**src/core/poe_seq_pkg.sv**
```systemverilog
// constants, tables and types shared by the port sequencing logic
package poe_seq_pkg;
	// ==========================================================
	// clock and time base
	localparam int CLK_PERIOD_NS  = 10;
	localparam int TICK_PERIOD_MS = 1;
	localparam int TICK_CYCLES    = TICK_PERIOD_MS * 1000000 / CLK_PERIOD_NS;
	localparam int SLOW_DIV       = 16;
	localparam int SLOW_W         = 4;
	localparam int TICK_W         = 20;
	localparam int TIME_W         = 10;
	// ==========================================================
	// register offsets and reset values
	localparam logic [7:0] ADDR_POWER_STATUS = 8'h10;
	localparam logic [7:0] ADDR_DISC_EN      = 8'h13;
	localparam logic [7:0] ADDR_DC_EN        = 8'h14;
	localparam logic [7:0] ADDR_PRIORITY     = 8'h15;
	localparam logic [7:0] ADDR_TIMING       = 8'h16;
	localparam logic [7:0] DISC_EN_RESET     = 8'h00;
	localparam logic [7:0] PRIORITY_RESET    = 8'h00;
	localparam logic [7:0] TIMING_RESET      = 8'h00;
	localparam logic [3:0] DC_BITS_RESET     = 4'h0;
	// ==========================================================
	// timing field positions in the shared configuration byte, and the fast-off select field in the priority byte
	localparam int LIM_POS   = 6;
	localparam int START_POS = 4;
	localparam int OVL_POS   = 2;
	localparam int DIS_POS   = 0;
	localparam int FSO_POS   = 4;
	// ==========================================================
	// durations in milliseconds, indexed by the field code
	localparam logic [TIME_W-1:0] LIM_DEFAULT_MS = 10'h03C;
	localparam logic [TIME_W-1:0] LIM_MS [4] =
		'{10'h03C, 10'h01E, 10'h00F, 10'h00A};
	// code 11 is reserved; it behaves like code 00
	localparam logic [TIME_W-1:0] START_MS [4] =
		'{10'h03C, 10'h01E, 10'h078, 10'h03C};
	localparam logic [TIME_W-1:0] OVL_MS [4] =
		'{10'h03C, 10'h01E, 10'h078, 10'h0F0};
	localparam logic [TIME_W-1:0] DIS_MS [4] =
		'{10'h168, 10'h05A, 10'h0B4, 10'h2D0};
	// 13 percent of each interval, rounded up to whole ms
	localparam logic [TIME_W-1:0] DIS_HOLD_MS [4] =
		'{10'h02F, 10'h00C, 10'h018, 10'h05E};
	localparam logic [TIME_W-1:0] COOLDOWN_MS = 10'h3E8;
	// ==========================================================
	// codes
	localparam logic [1:0] MODE_OFF    = 2'h0;
	localparam logic [1:0] MODE_MANUAL = 2'h1;
	localparam logic [1:0] MODE_SEMI   = 2'h2;
	localparam logic [1:0] MODE_AUTO   = 2'h3;
	localparam logic [3:0] DET_VALID     = 4'h4;
	localparam logic [3:0] CLS_UNKNOWN   = 4'h0;
	localparam logic [3:0] CLS_OVERCUR   = 4'h7;
	localparam logic [3:0] CLS_MISMATCH  = 4'h8;
	typedef enum logic [4:0] {
		ST_IDLE   = 5'h01,
		ST_DETECT = 5'h02,
		ST_CLASS  = 5'h04,
		ST_ON     = 5'h08,
		ST_COOL   = 5'h10
	} port_state_t;
endpackage

```
**src/core/port_timer_if.sv**
```systemverilog
// signals between a port sequencer and its fault timers
`timescale 1ns/1ps
`default_nettype none
interface port_timer_if;
	logic       tick;
	logic       slow_tick;
	logic       powered;
	logic       start;
	logic       foldback;
	logic       overload;
	logic       clamped;
	logic       below_disc;
	logic       disc_en;
	logic       high_power;
	logic [7:0] cfg;
	logic       fault;
	logic       disc_timeout;
	modport seq (output tick, slow_tick, powered, start, foldback, overload,
		clamped, below_disc, disc_en, high_power, cfg,
		input fault, disc_timeout);
	modport timer (input tick, slow_tick, powered, start, foldback,
		overload, clamped, below_disc, disc_en, high_power, cfg,
		output fault, disc_timeout);
endinterface
`default_nettype wire

```
**src/core/port_fault_timers.sv**
```systemverilog
// inrush, current-limit, overload and disconnect timers of one port
`timescale 1ns/1ps
`default_nettype none
module port_fault_timers (
	input  wire logic   clk,
	input  wire logic   reset_n,
	port_timer_if.timer t
);
	import poe_seq_pkg::*;
	// ==========================================================
	// full counts from the shared configuration byte; the limit count comes from it only with high_power, else LIM_DEFAULT_MS
	wire [1:0] lim_sel = t.cfg[LIM_POS +: 2];
	wire [1:0] str_sel = t.cfg[START_POS +: 2];
	wire [1:0] ovl_sel = t.cfg[OVL_POS +: 2];
	wire [1:0] dis_sel = t.cfg[DIS_POS +: 2];
	wire [TIME_W-1:0] lim_full = t.high_power ? LIM_MS[lim_sel]
		: LIM_DEFAULT_MS;
	wire [TIME_W-1:0] str_full = START_MS[str_sel];
	wire [TIME_W-1:0] ovl_full = OVL_MS[ovl_sel];
	wire [TIME_W-1:0] dis_full = DIS_MS[dis_sel];
	wire [TIME_W-1:0] hold_full = DIS_HOLD_MS[dis_sel];
	logic              in_inrush;
	logic              running;
	logic [TIME_W-1:0] ir_cnt;
	logic [TIME_W-1:0] lim_cnt;
	logic [TIME_W-1:0] ovl_cnt;
	logic [TIME_W-1:0] dis_cnt;
	logic [TIME_W-1:0] hold_cnt;
	// ==========================================================
	// decisions
	wire inrush_end = in_inrush & t.tick & (ir_cnt <= 10'h001);
	wire start_fault = inrush_end & t.clamped;
	wire lim_fault = running & t.tick & t.foldback
		& (lim_cnt <= 10'h001);
	wire ovl_fault = running & t.tick & t.overload
		& (ovl_cnt <= 10'h001);
	wire dis_armed = running & t.disc_en;
	wire dis_end = dis_armed & t.below_disc & t.tick
		& (dis_cnt + 10'h001 >= dis_full);
	wire hold_hit = t.tick & (hold_cnt + 10'h001 >= hold_full);
	// the limit and overload counters creep back up at 1/16 speed
	wire [TIME_W-1:0] next_lim = (lim_cnt > lim_full) ? lim_full
		: t.foldback ? (t.tick ? lim_cnt - 10'h001 : lim_cnt)
		: (t.slow_tick && lim_cnt < lim_full) ? lim_cnt + 10'h001
		: lim_cnt;
	wire [TIME_W-1:0] next_ovl = (ovl_cnt > ovl_full) ? ovl_full
		: t.overload ? (t.tick ? ovl_cnt - 10'h001 : ovl_cnt)
		: (t.slow_tick && ovl_cnt < ovl_full) ? ovl_cnt + 10'h001
		: ovl_cnt;
	// ==========================================================
	// inrush window and fault timers
	always_ff @(posedge clk or negedge reset_n) begin
		if (!reset_n) begin
			in_inrush <= 1'b0;
			running   <= 1'b0;
			ir_cnt    <= '0;
			lim_cnt   <= '0;
			ovl_cnt   <= '0;
		end else if (!t.powered) begin
			in_inrush <= 1'b0;
			running   <= 1'b0;
		end else if (t.start) begin
			in_inrush <= 1'b1;
			ir_cnt    <= str_full;
		end else if (inrush_end) begin
			in_inrush <= 1'b0;
			running   <= !t.clamped;
			lim_cnt   <= lim_full;
			ovl_cnt   <= ovl_full;
		end else if (in_inrush) begin
			ir_cnt <= t.tick ? ir_cnt - 10'h001 : ir_cnt;
		end else if (running) begin
			lim_cnt <= next_lim;
			ovl_cnt <= next_ovl;
		end
	end
	// ==========================================================
	// disconnect: elapsed time below threshold, never under zero
	always_ff @(posedge clk or negedge reset_n) begin
		if (!reset_n) begin
			dis_cnt  <= '0;
			hold_cnt <= '0;
		end else if (!dis_armed) begin
			dis_cnt  <= '0;
			hold_cnt <= '0;
		end else if (t.below_disc) begin
			hold_cnt <= '0;
			dis_cnt  <= t.tick ? dis_cnt + 10'h001 : dis_cnt;
		end else if (hold_hit) begin
			hold_cnt <= '0;
			dis_cnt  <= '0;
		end else begin
			hold_cnt <= t.tick ? hold_cnt + 10'h001 : hold_cnt;
		end
	end
	always_ff @(posedge clk or negedge reset_n) begin
		if (!reset_n) begin
			t.fault        <= 1'b0;
			t.disc_timeout <= 1'b0;
		end else begin
			t.fault        <= start_fault | lim_fault | ovl_fault;
			t.disc_timeout <= dis_end;
		end
	end
endmodule
`default_nettype wire

```
**src/core/poe_port_sequencing_timers.sv**
```systemverilog
// four-port power sequencing, fault timers and their configuration
`timescale 1ns/1ps
`default_nettype none
module poe_port_sequencing_timers #(
	parameter int PORTS       = 4,
	parameter int TICK_CYCLES = poe_seq_pkg::TICK_CYCLES
) (
	input  wire logic         clk,
	input  wire logic         reset_n,
	input  wire logic         reg_write,
	input  wire logic [7:0]   reg_addr,
	input  wire logic [7:0]   reg_wdata,
	input  wire logic [7:0]   port_mode,
	input  wire logic [3:0]   power_on_cmd,
	input  wire logic [3:0]   power_off_cmd,
	input  wire logic [3:0]   high_power_en,
	input  wire logic         fast_shutdown_n,
	input  wire logic [3:0]   foldback_limit,
	input  wire logic [3:0]   overload_threshold,
	input  wire logic [3:0]   inrush_clamped,
	input  wire logic [3:0]   below_disconnect,
	input  wire logic [3:0]   drain_good,
	input  wire logic [3:0]   detect_done,
	input  wire logic [15:0]  detect_result,
	input  wire logic [3:0]   class_done,
	input  wire logic [15:0]  class_result,
	output logic [3:0]        detect_start,
	output logic [3:0]        class_start,
	output logic [3:0]        power_on_state,
	output logic [3:0]        power_good,
	output logic [3:0]        disconnect_fault_flag,
	output logic [3:0]        cooldown_active,
	output logic [7:0]        reg_rdata
);
	import poe_seq_pkg::*;
	// ==========================================================
	// configuration registers
	logic [7:0] disconnect_enable;
	logic [7:0] port_shutdown_priority;
	logic [7:0] fault_timing_config;
	logic [3:0] detect_en;
	logic [3:0] classify_en;
	wire wr_disc = reg_write & (reg_addr == ADDR_DISC_EN);
	wire wr_dc   = reg_write & (reg_addr == ADDR_DC_EN);
	wire wr_prio = reg_write & (reg_addr == ADDR_PRIORITY);
	wire wr_time = reg_write & (reg_addr == ADDR_TIMING);
	wire [3:0] disconnect_detect_en = disconnect_enable[3:0];
	wire [3:0] fast_off_select = port_shutdown_priority[FSO_POS +: 4];
	// writes to other commands, status included, are dropped
	// upper nibble of the disconnect register is stored but reads back as zero
	wire [7:0] read_mux =
		(reg_addr == ADDR_POWER_STATUS) ? {power_good, power_on_state}
		: (reg_addr == ADDR_DISC_EN) ? {4'h0, disconnect_detect_en}
		: (reg_addr == ADDR_DC_EN) ? {classify_en, detect_en}
		: (reg_addr == ADDR_PRIORITY) ? port_shutdown_priority
		: (reg_addr == ADDR_TIMING) ? fault_timing_config
		: 8'h00;
	always_ff @(posedge clk or negedge reset_n) begin
		if (!reset_n) begin
			disconnect_enable      <= DISC_EN_RESET;
			port_shutdown_priority <= PRIORITY_RESET;
			fault_timing_config    <= TIMING_RESET;
			reg_rdata              <= 8'h00;
		end else begin
			if (wr_disc)
				disconnect_enable <= reg_wdata;
			if (wr_prio)
				port_shutdown_priority <= reg_wdata;
			if (wr_time)
				fault_timing_config <= reg_wdata;
			reg_rdata <= read_mux;
		end
	end
	// ==========================================================
	// shared time base: 1 ms tick and a 1/16 recovery tick
	logic [TICK_W-1:0] tick_cnt;
	logic [SLOW_W-1:0] slow_cnt;
	logic              tick;
	logic              slow_tick;
	// the 1/16 tick always lands on a 1 ms tick
	wire tick_wrap = (tick_cnt == TICK_W'(TICK_CYCLES - 1));
	always_ff @(posedge clk or negedge reset_n) begin
		if (!reset_n) begin
			tick_cnt  <= '0;
			slow_cnt  <= '0;
			tick      <= 1'b0;
			slow_tick <= 1'b0;
		end else begin
			tick_cnt  <= tick_wrap ? '0 : tick_cnt + 1'b1;
			tick      <= tick_wrap;
			slow_tick <= tick_wrap & (slow_cnt == SLOW_W'(SLOW_DIV - 1));
			if (tick_wrap)
				slow_cnt <= slow_cnt + 1'b1;
		end
	end
	// ==========================================================
	// per-port sequencer
	genvar i;
	generate
		for (i = 0; i < PORTS; i++) begin : g_port
			port_timer_if tif();
			port_state_t       state;
			port_state_t       next_state;
			logic [TIME_W-1:0] cool_cnt;
			logic              pend_valid;
			logic              pend_det;
			logic              pend_cls;
			logic              on_d;
			wire [1:0] mode = port_mode[2*i +: 2];
			wire manual = (mode == MODE_MANUAL);
			wire mode_off = (mode == MODE_OFF);
			wire in_cool = (state == ST_COOL);
			// select bits are read live: a port picked while the pin
			// is already low goes off as well
			wire shut = ~fast_shutdown_n & fast_off_select[i];
			wire off_cmd = power_off_cmd[i] | shut;
			wire on_cmd = power_on_cmd[i] & ~off_cmd & ~mode_off;
			wire [3:0] det_res = detect_result[4*i +: 4];
			wire [3:0] cls_res = class_result[4*i +: 4];
			wire det_ok = (det_res == DET_VALID);
			wire cls_bad = (cls_res == CLS_UNKNOWN)
				| (cls_res == CLS_OVERCUR) | (cls_res == CLS_MISMATCH);
			wire cool_end = in_cool & tick & (cool_cnt <= 10'h001);
			wire det_fin = (state == ST_DETECT) & detect_done[i];
			wire cls_fin = (state == ST_CLASS) & class_done[i];
			// the status flop rises with the state, so the timers take
			// their power-up pulse from a delayed copy
			wire powered_now = (state == ST_ON);
			wire power_up = powered_now & ~on_d;
			wire disc_trip = tif.disc_timeout & powered_now;
			assign tif.tick       = tick;
			assign tif.slow_tick  = slow_tick;
			assign tif.powered    = powered_now;
			assign tif.start      = power_up;
			assign tif.foldback   = foldback_limit[i];
			assign tif.overload   = overload_threshold[i];
			assign tif.clamped    = inrush_clamped[i];
			assign tif.below_disc = below_disconnect[i];
			assign tif.disc_en    = disconnect_detect_en[i];
			assign tif.high_power = high_power_en[i];
			assign tif.cfg        = fault_timing_config;
			// all ports share one tick, so their timers keep pace
			port_fault_timers u_timers (
				.clk     (clk),
				.reset_n (reset_n),
				.t       (tif)
			);
			// off mode wins over every other request; power-off does too, except over a detect or class start from idle
			always_comb begin
				next_state = state;
				case (state)
				ST_IDLE: begin
					if (mode_off || shut)
						next_state = ST_IDLE;
					else if (on_cmd)
						next_state = ST_ON;
					else if (detect_en[i])
						next_state = ST_DETECT;
					else if (manual && classify_en[i])
						next_state = ST_CLASS;
				end
				ST_DETECT: begin
					if (mode_off || off_cmd)
						next_state = ST_IDLE;
					else if (det_fin)
						next_state = (!manual && det_ok && classify_en[i])
							? ST_CLASS : ST_IDLE;
				end
				ST_CLASS: begin
					if (mode_off || off_cmd)
						next_state = ST_IDLE;
					else if (cls_fin)
						next_state = (mode == MODE_AUTO && !cls_bad)
							? ST_ON : ST_IDLE;
				end
				ST_ON: begin
					// a fault outranks a disconnect timeout
					if (mode_off || off_cmd)
						next_state = ST_IDLE;
					else if (tif.fault)
						next_state = ST_COOL;
					else if (tif.disc_timeout)
						next_state = ST_IDLE;
				end
				ST_COOL: begin
					// only manual mode may power up during cool-down
					if (mode_off)
						next_state = ST_IDLE;
					else if (manual && on_cmd)
						next_state = ST_ON;
					else if (cool_end)
						next_state = ST_IDLE;
				end
				default: next_state = ST_IDLE;
				endcase
			end
			always_ff @(posedge clk or negedge reset_n) begin
				if (!reset_n) begin
					state    <= ST_IDLE;
					cool_cnt <= '0;
					on_d     <= 1'b0;
				end else begin
					state <= next_state;
					on_d  <= powered_now;
					// reloaded outside cool-down so each one runs in full
					if (state != ST_COOL)
						cool_cnt <= COOLDOWN_MS;
					else if (tick)
						cool_cnt <= cool_cnt - 10'h001;
				end
			end
			// enable writes during cool-down wait in a pending slot
			// a later write in the same cool-down replaces the earlier
			always_ff @(posedge clk or negedge reset_n) begin
				if (!reset_n) begin
					pend_valid <= 1'b0;
					pend_det   <= 1'b0;
					pend_cls   <= 1'b0;
				end else if (wr_dc && in_cool) begin
					pend_valid <= 1'b1;
					pend_det   <= reg_wdata[i];
					pend_cls   <= reg_wdata[4+i];
				end else if (!in_cool) begin
					pend_valid <= 1'b0;
				end
			end
			// a register write wins over a hardware clear
			always_ff @(posedge clk or negedge reset_n) begin
				if (!reset_n) begin
					detect_en[i]   <= DC_BITS_RESET[i];
					classify_en[i] <= DC_BITS_RESET[i];
				end else if (wr_dc && !in_cool) begin
					detect_en[i]   <= reg_wdata[i];
					classify_en[i] <= reg_wdata[4+i];
				end else if (cool_end && pend_valid) begin
					detect_en[i]   <= pend_det;
					classify_en[i] <= pend_cls;
				end else if (off_cmd) begin
					detect_en[i]   <= 1'b0;
					classify_en[i] <= 1'b0;
				end else if (manual) begin
					if (det_fin)
						detect_en[i] <= 1'b0;
					if (cls_fin)
						classify_en[i] <= 1'b0;
				end
			end
			always_ff @(posedge clk or negedge reset_n) begin
				if (!reset_n) begin
					detect_start[i]          <= 1'b0;
					class_start[i]           <= 1'b0;
					power_on_state[i]        <= 1'b0;
					power_good[i]            <= 1'b0;
					cooldown_active[i]       <= 1'b0;
					disconnect_fault_flag[i] <= 1'b0;
				end else begin
					detect_start[i] <= (next_state == ST_DETECT)
						& (state != ST_DETECT);
					class_start[i] <= (next_state == ST_CLASS)
						& (state != ST_CLASS);
					power_on_state[i] <= (next_state == ST_ON);
					power_good[i] <= (next_state == ST_ON)
						& (power_good[i] | drain_good[i]);
					cooldown_active[i] <= (next_state == ST_COOL);
					// a timeout outranks the off push that clears the flag
					if (disc_trip)
						disconnect_fault_flag[i] <= 1'b1;
					else if (power_off_cmd[i])
						disconnect_fault_flag[i] <= 1'b0;
				end
			end
		end
	endgenerate
endmodule
`default_nettype wire

```
**config.mk**
```make
export PLATFORM = sky130hd
export DESIGN_NAME = poe_port_sequencing_timers
export DESIGN_NICKNAME = d
export VERILOG_FILES = /design/src/core/poe_seq_pkg.sv /design/src/core/port_timer_if.sv /design/src/core/port_fault_timers.sv /design/src/core/poe_port_sequencing_timers.sv
export SDC_FILE = /design/constraint.sdc
export NUM_CORES = 1
export LEC_CHECK = 0
export ABC_CLOCK_PERIOD_IN_PS = 8100
export BUFFER_PORTS_ARGS = -buffer_cell sky130_fd_sc_hd__buf_2
export CAP_MARGIN = 10
export CORE_MARGIN = 2
export CORE_UTILIZATION = 67
export DETAILED_ROUTE_END_ITERATION = 12
export PLACE_DENSITY = 0.89
export SYNTH_ARGS = -nofsm -noshare
export SYNTH_HDL_FRONTEND = slang
export SYNTH_SLANG_ARGS = --single-unit
```
**constraint.sdc**
```tcl
create_clock -name clk -period 8.1 [get_ports clk]
set_clock_uncertainty 0.1 [all_clocks]
set_input_delay 0.81 -clock clk [delete_from_list [all_inputs] [get_ports clk]]
set_output_delay 0.81 -clock clk [all_outputs]
set_load 0.01 [all_outputs]
```
# == Word-level counts from Yosys, hierarchy flattened ==
# Cells that the tools add are included.
# totals
n_memories,0
ff_bits,378
in_bits,100
out_inout_bits,32
latchBits,0
romBits,0
word_cells,872
ram_bits,0
# classes
reduce_logical,140
mux,285
n_eq_ne,119
shift,0
order_cmp,44
n_bitwise,150
multipliers,0
addsub,34
n_div,0
# ops
cell,count
2-to-1 mux 10 bit,126
2-to-1 mux 5 bit,56
adder 10 x 1 -> 10 bit (second input constant),16
less-or-equal comparator 10 x 1 -> 1 bit (second input constant),16
subtractor 10 x 1 -> 10 bit (second input constant),16
bitwise AND 1 bit,105
binary-select mux 10 bit (select 2 bit),5
one-hot mux 5 bit (5 select lines),4
>= comparator 10 bit,8
> comparator 10 bit,8
less-than comparator 10 bit,8
2-to-1 mux 1 bit,80
nonzero test 4 bit,20
AND reduction 6 bit,8
== test 5 x 2 -> 1 bit (second input constant),8
== test 5 x 3 -> 1 bit (second input constant),8
== test 5 x 4 -> 1 bit (second input constant),8
== test 5 bit (second input constant),8
== test 8 x 5 -> 1 bit (second input constant),5
logical AND 1 bit,40
2-to-1 mux 8 bit,5
nonzero test 2 bit,20
== test 4 x 3 -> 1 bit (second input constant),8
!= test 4 x 1 -> 1 bit (second input constant),8
28 further kinds,178

# == Longest topological paths before layout ==
# logic_depth
depth_word,13
depth_mapped,13
ltp_nobuf,12

# == Cells and area by module ==
# From an unflattened synthesis, not the netlist that was laid out.
# unflattened
hier_cells,2823
hier_area_um2,25321.8
# by_module_without_submodules
mod,cells_per_inst,area_per_inst_um2,seq_area_each_um2,instances
poe_port_sequencing_timers,877,8513.2,4058.9,1
port_fault_timers at g_port[1].u_timers,489,4246.6,1351.3,1
port_fault_timers at g_port[0].u_timers,489,4200.3,1351.3,1
port_fault_timers at g_port[2].u_timers,482,4189.0,1351.3,1
port_fault_timers at g_port[3].u_timers,486,4172.8,1351.3,1

# == Least setup slack after synthesis ==
# Ideal clock, no wire load.
# synth_timing
path_type,flip-flop to flip-flop
start,reg fault_timing_config[1]
end,reg g_port[3].u_timers.dis_cnt[1]
path_buffers,1
required_ns,7.921
setup_slack_ns,4.570
synth_period_minus_slack_ns,3.530
path_stages_with_launch,12
arrival_time_ns,3.350
setup_ns,0.079
cell_sequence,dfrtp_1 > inv_1 > ha_1 > inv_1 > ha_1 > a21o_1 > a2111oi_0 > nand3_1 > a311oi_1 > o21bai_1 > buf_2 > mux2i_1
# synth_via
elab_chain_cells,8
# synth_rtl
item,line_no,text
start: declaration,poe_port_sequencing_timers.sv:40,logic [7:0] fault_timing_config;
start signal: assignment,poe_port_sequencing_timers.sv:70,fault_timing_config <= reg_wdata;
NOT 2 -> 3 bit (not written as such),port_fault_timers.sv:21,wire [TIME_W-1:0] hold_full = DIS_HOLD_MS[dis_sel];
binary-select mux 10 bit (select 2 bit),port_fault_timers.sv:21,
2-to-1 mux 10 bit (not written as such) (2 in a row),port_fault_timers.sv:21,
>= comparator 10 bit,port_fault_timers.sv:40,wire hold_hit = t.tick & (hold_cnt + 10'h001 >= hold_full);
bitwise AND 1 bit,port_fault_timers.sv:40,
!= test 3 bit (no line),--,
AND reduction 2 bit (no line),--,
end signal: assignment,port_fault_timers.sv:88,dis_cnt <= t.tick ? dis_cnt + 10'h001 : dis_cnt;
end: declaration,port_fault_timers.sv:27,logic [TIME_W-1:0] dis_cnt;
# Every way passes these cells. The select of a mux whose other input is x is not followed.
# A chain may end at the register's enable or synchronous reset.

# == Final worst setup path ==
# layout_timing
start,reg fault_timing_config[1]
end,reg g_port[3].u_timers.dis_cnt[4]
# Same word-level chain as after synthesis.

==> metrics.txt <==
cells on worst reg2reg path=10; Critical Path RT=8490 ps; post-DR vias/cell=6.67; Post-DP Area=25,500 um^2; RSZ-0062 raised after global routing=false; hold_buf cts=0; CP Launch Point=fault_timing_config[1]; WL/cell=19.6 um; Core ar.=36,300 um^2; leading cell type in the layout, fill and taps excluded=dfrtp_1; largest family of logic cells by synthesized area=simple AND/OR/NAND/NOR gates; Hold WC Path Type=in -> async; slew of the pin with the lowest slew margin=1190 ps; #FFs+latches synth=378; largest area contributor in the netlist=dfrtp_1; I/O Buffers=131; ys flop type=dfrtp_1; post-synth top area share=38.2%; Final nets=3,128; H-Tree Depth=2; CTS sink count=378; Avg Cell Area, Syn=8.84 um^2; clk_lat worst skew=590 ps; Die W=195 um; Post-synth EDFFs=0; worst setup path endpoint=g_port[3].u_timers.dis_cnt[4]; slew margin rel.=20.3%; setup ws final=3410 ps; row cnt=70; Power Dens Cells=177 nW/um^2; Worst setup SP type=flop; Crit Path Max Fanout=11; die extent in y=195 um; final setup violation count=0; register-to-register path setup slack=3410 ps; worst endpoint data arrival time=5080 ps; Finished Cell Area=26,900 um^2; highest clock rate=213 MHz; async set or reset register ratio after synthesis=100%; CP Class=reg -> reg; Clk pin slew, worst setup/hold paths=70 ps; Synth Area in Compound Gates=18.9%; largest net degree at the start of global routing=174; initial DRC count=2,330; largest cells by area after synthesis=dfrtp_1, ha_1, nand2_1, nor2_1, o21ai_0; # fillers=2,616; xor/xnor share of the synthesized area=4.47%; Final Hold Fails=0; Max VDD drop=217 uV; share of cells above drive strength 1=10.6%; Slew Limit Fails=0; post-route setup TNS=0 ps; post_cts resized=0; Slowest Stage Delay on Critical Path=810 ps; post-synthesis sequential area ratio=38.6%; CTS Buffer Depth=3; final RePlAce weighted congestion=0.941; Initial Utilization=67.5%; Period minus WS final=4690 ps; Synth Cell Area=24,500 um^2; Lkg Pwr=12.0 nW; CP cell instances=inv_1 -> ha_1 -> inv_1 -> ha_1 -> a21o_1 -> a2111oi_0 -> nand3_1 -> a311oi_1 -> o21bai_1 -> mux2i_1; Total Wirelength=66,000 um; DRC Markers=0; total CTS buffers=42; reg-to-reg startpoint=fault_timing_config[1]; initial antenna violation count=1; simple-gate portion of the synthesized area=24.3%; area of the multi-input gates=14,300 um^2; P&R area growth vs syn=9.86%; # Post-CTS Setup Buffers=0; YS warnings=0; Syn Nets=3,033; hold_ws=68.6 ps; status=finished, final reports clean; Synth Area in Adders=8.06%; via count=22,500; Place WS=3500 ps; io pins=132; Register Area=9470 um^2; commonest non-fill, non-tap cells in the layout=dfrtp_1, nand2_1, nor2_1; period utilization=57.9%; max-capacitance violation count=0; Die ar.=38,100 um^2; Worst R2R End=g_port[3].u_timers.dis_cnt[4]; global-route wire length before repair=109,000 um; CTS tree=done; crit path capture type=flop; mux contribution to synthesized area=2.53%; Mapped Cells=2,775; Global Route Usage Sum=34.5%; CTS root buffer=clkbuf_16; CP max stage cell=a311oi_1; post-DP HPWL=45,900 um; Detailed Routing Iterations Pass 1=6; Netlist cell types=90; Antenna Violating Nets Remaining=0; number of global-route vias before repair=21,800; grt ovf=0
-- critical path, delay by kind of cell (launching register included) --
kind	cells	cell delay (ps)
AO/OA/AOI/OAI	4	1960
adder cells (fa/ha/maj)	2	910
buffers and inverters	2	690
flip-flops	1	500
multiplexers	1	290
AND/OR/NAND/NOR	1	130
-- synth_stat cells, types with 23 or more instances --
| cell | number |
|---|---|
| dfrtp_1 | 374 |
| nand2_1 | 298 |
| nor2_1 | 263 |
| o21ai_0 | 165 |
| ha_1 | 158 |
| a21oi_1 | 152 |
| nand3_1 | 113 |
| inv_1 | 101 |
| nor3_1 | 84 |
| clkbuf_1 | 78 |
| xnor2_1 | 68 |
| xor2_1 | 57 |
| nand2b_1 | 50 |
| nor2b_1 | 45 |
| nor4_1 | 44 |
| nand4_1 | 38 |
| a21o_1 | 37 |
| and3_1 | 37 |
| mux2_2 | 31 |
| and2_1 | 30 |
| o21a_1 | 28 |
| mux2i_1 | 27 |
| o31ai_1 | 26 |
| or3_1 | 26 |
| a31oi_1 | 24 |
| o211ai_1 | 24 |
| nor4b_1 | 23 |
-- metal layers --
| metal | routed length, um | vias to the layer above | track usage (%) |
|---|---|---|---|
| met5 | 0 | - | 0 |
| li1 | - | 10400 | - |
| met1 | 27600 | 10900 | 46.9 |
| met2 | 30800 | 1080 | 56.0 |
| met3 | 5100 | 188 | 4.77 |
| met4 | 2560 | 0 | 14.5 |
-- final cells by class --
cell class,count,area share [%]
timing repair buffer,147,3.02
clock buffer,56,4.36
clock inverter,22,0.799
tap,468,2.17
antenna,1,0.00929
inverter,102,1.42
multi-input combinational,2199,53.1
sequential,378,35.1
-- where the power goes --
part	internal (W)	switching, W
Clock	0.00109	0.000834
Combinational	0.000261	0.000416
Sequential	0.00201	0.000151
-- stage by stage --
step | total power, W | utilization, % | instances
6_report | 0.00477 | 74.1 | 3373
5_1_grt | 0.00496 | 74.1 | 3373
4_1_cts | 0.00477 | 74.0 | 3369
3_5_place_dp | 0.00284 | 70.2 | 3291
3_3_place_gp | 0.00280 | 70.2 | 3291
2_1_floorplan | 0.00261 | - | 2775
-- kinds of logic after synthesis --
family / count (synthesis)
simple gates: 1165
flops: 378
xor+xnor: 125
buf+inv: 198
mux: 58
compound gates: 693
fa+ha+maj: 158
-- state kept, by name, summed over array words and instances, names as in the netlist, 8 cells and up --
register / cells
reg_rdata: 8
g_port.u_timers.ovl_cnt: 40
tick_cnt: 20
g_port.u_timers.ir_cnt: 40
g_port.u_timers.hold_cnt: 40
g_port.u_timers.lim_cnt: 40
g_port.u_timers.dis_cnt: 40
fault_timing_config: 8
port_shutdown_priority: 8
g_port.state: 20
g_port.cool_cnt: 40
-- worst min path at each step --
stage                                      start                      endpoint  slack (ps)  cells past startpoint
finish                                   reset_n                class_start[1]          70                      1
global route                             reset_n                class_start[1]         110                      1
CTS                                      reset_n                class_start[1]          80                      1
detailed placement  g_port[3].u_timers.ir_cnt[1]  g_port[3].u_timers.ir_cnt[1]         370                      2
global placement                     slow_cnt[3]                   slow_cnt[3]         360                      1
floorplan                            slow_cnt[3]                   slow_cnt[3]         350                      1
Power figures use the tool's default switching activity.
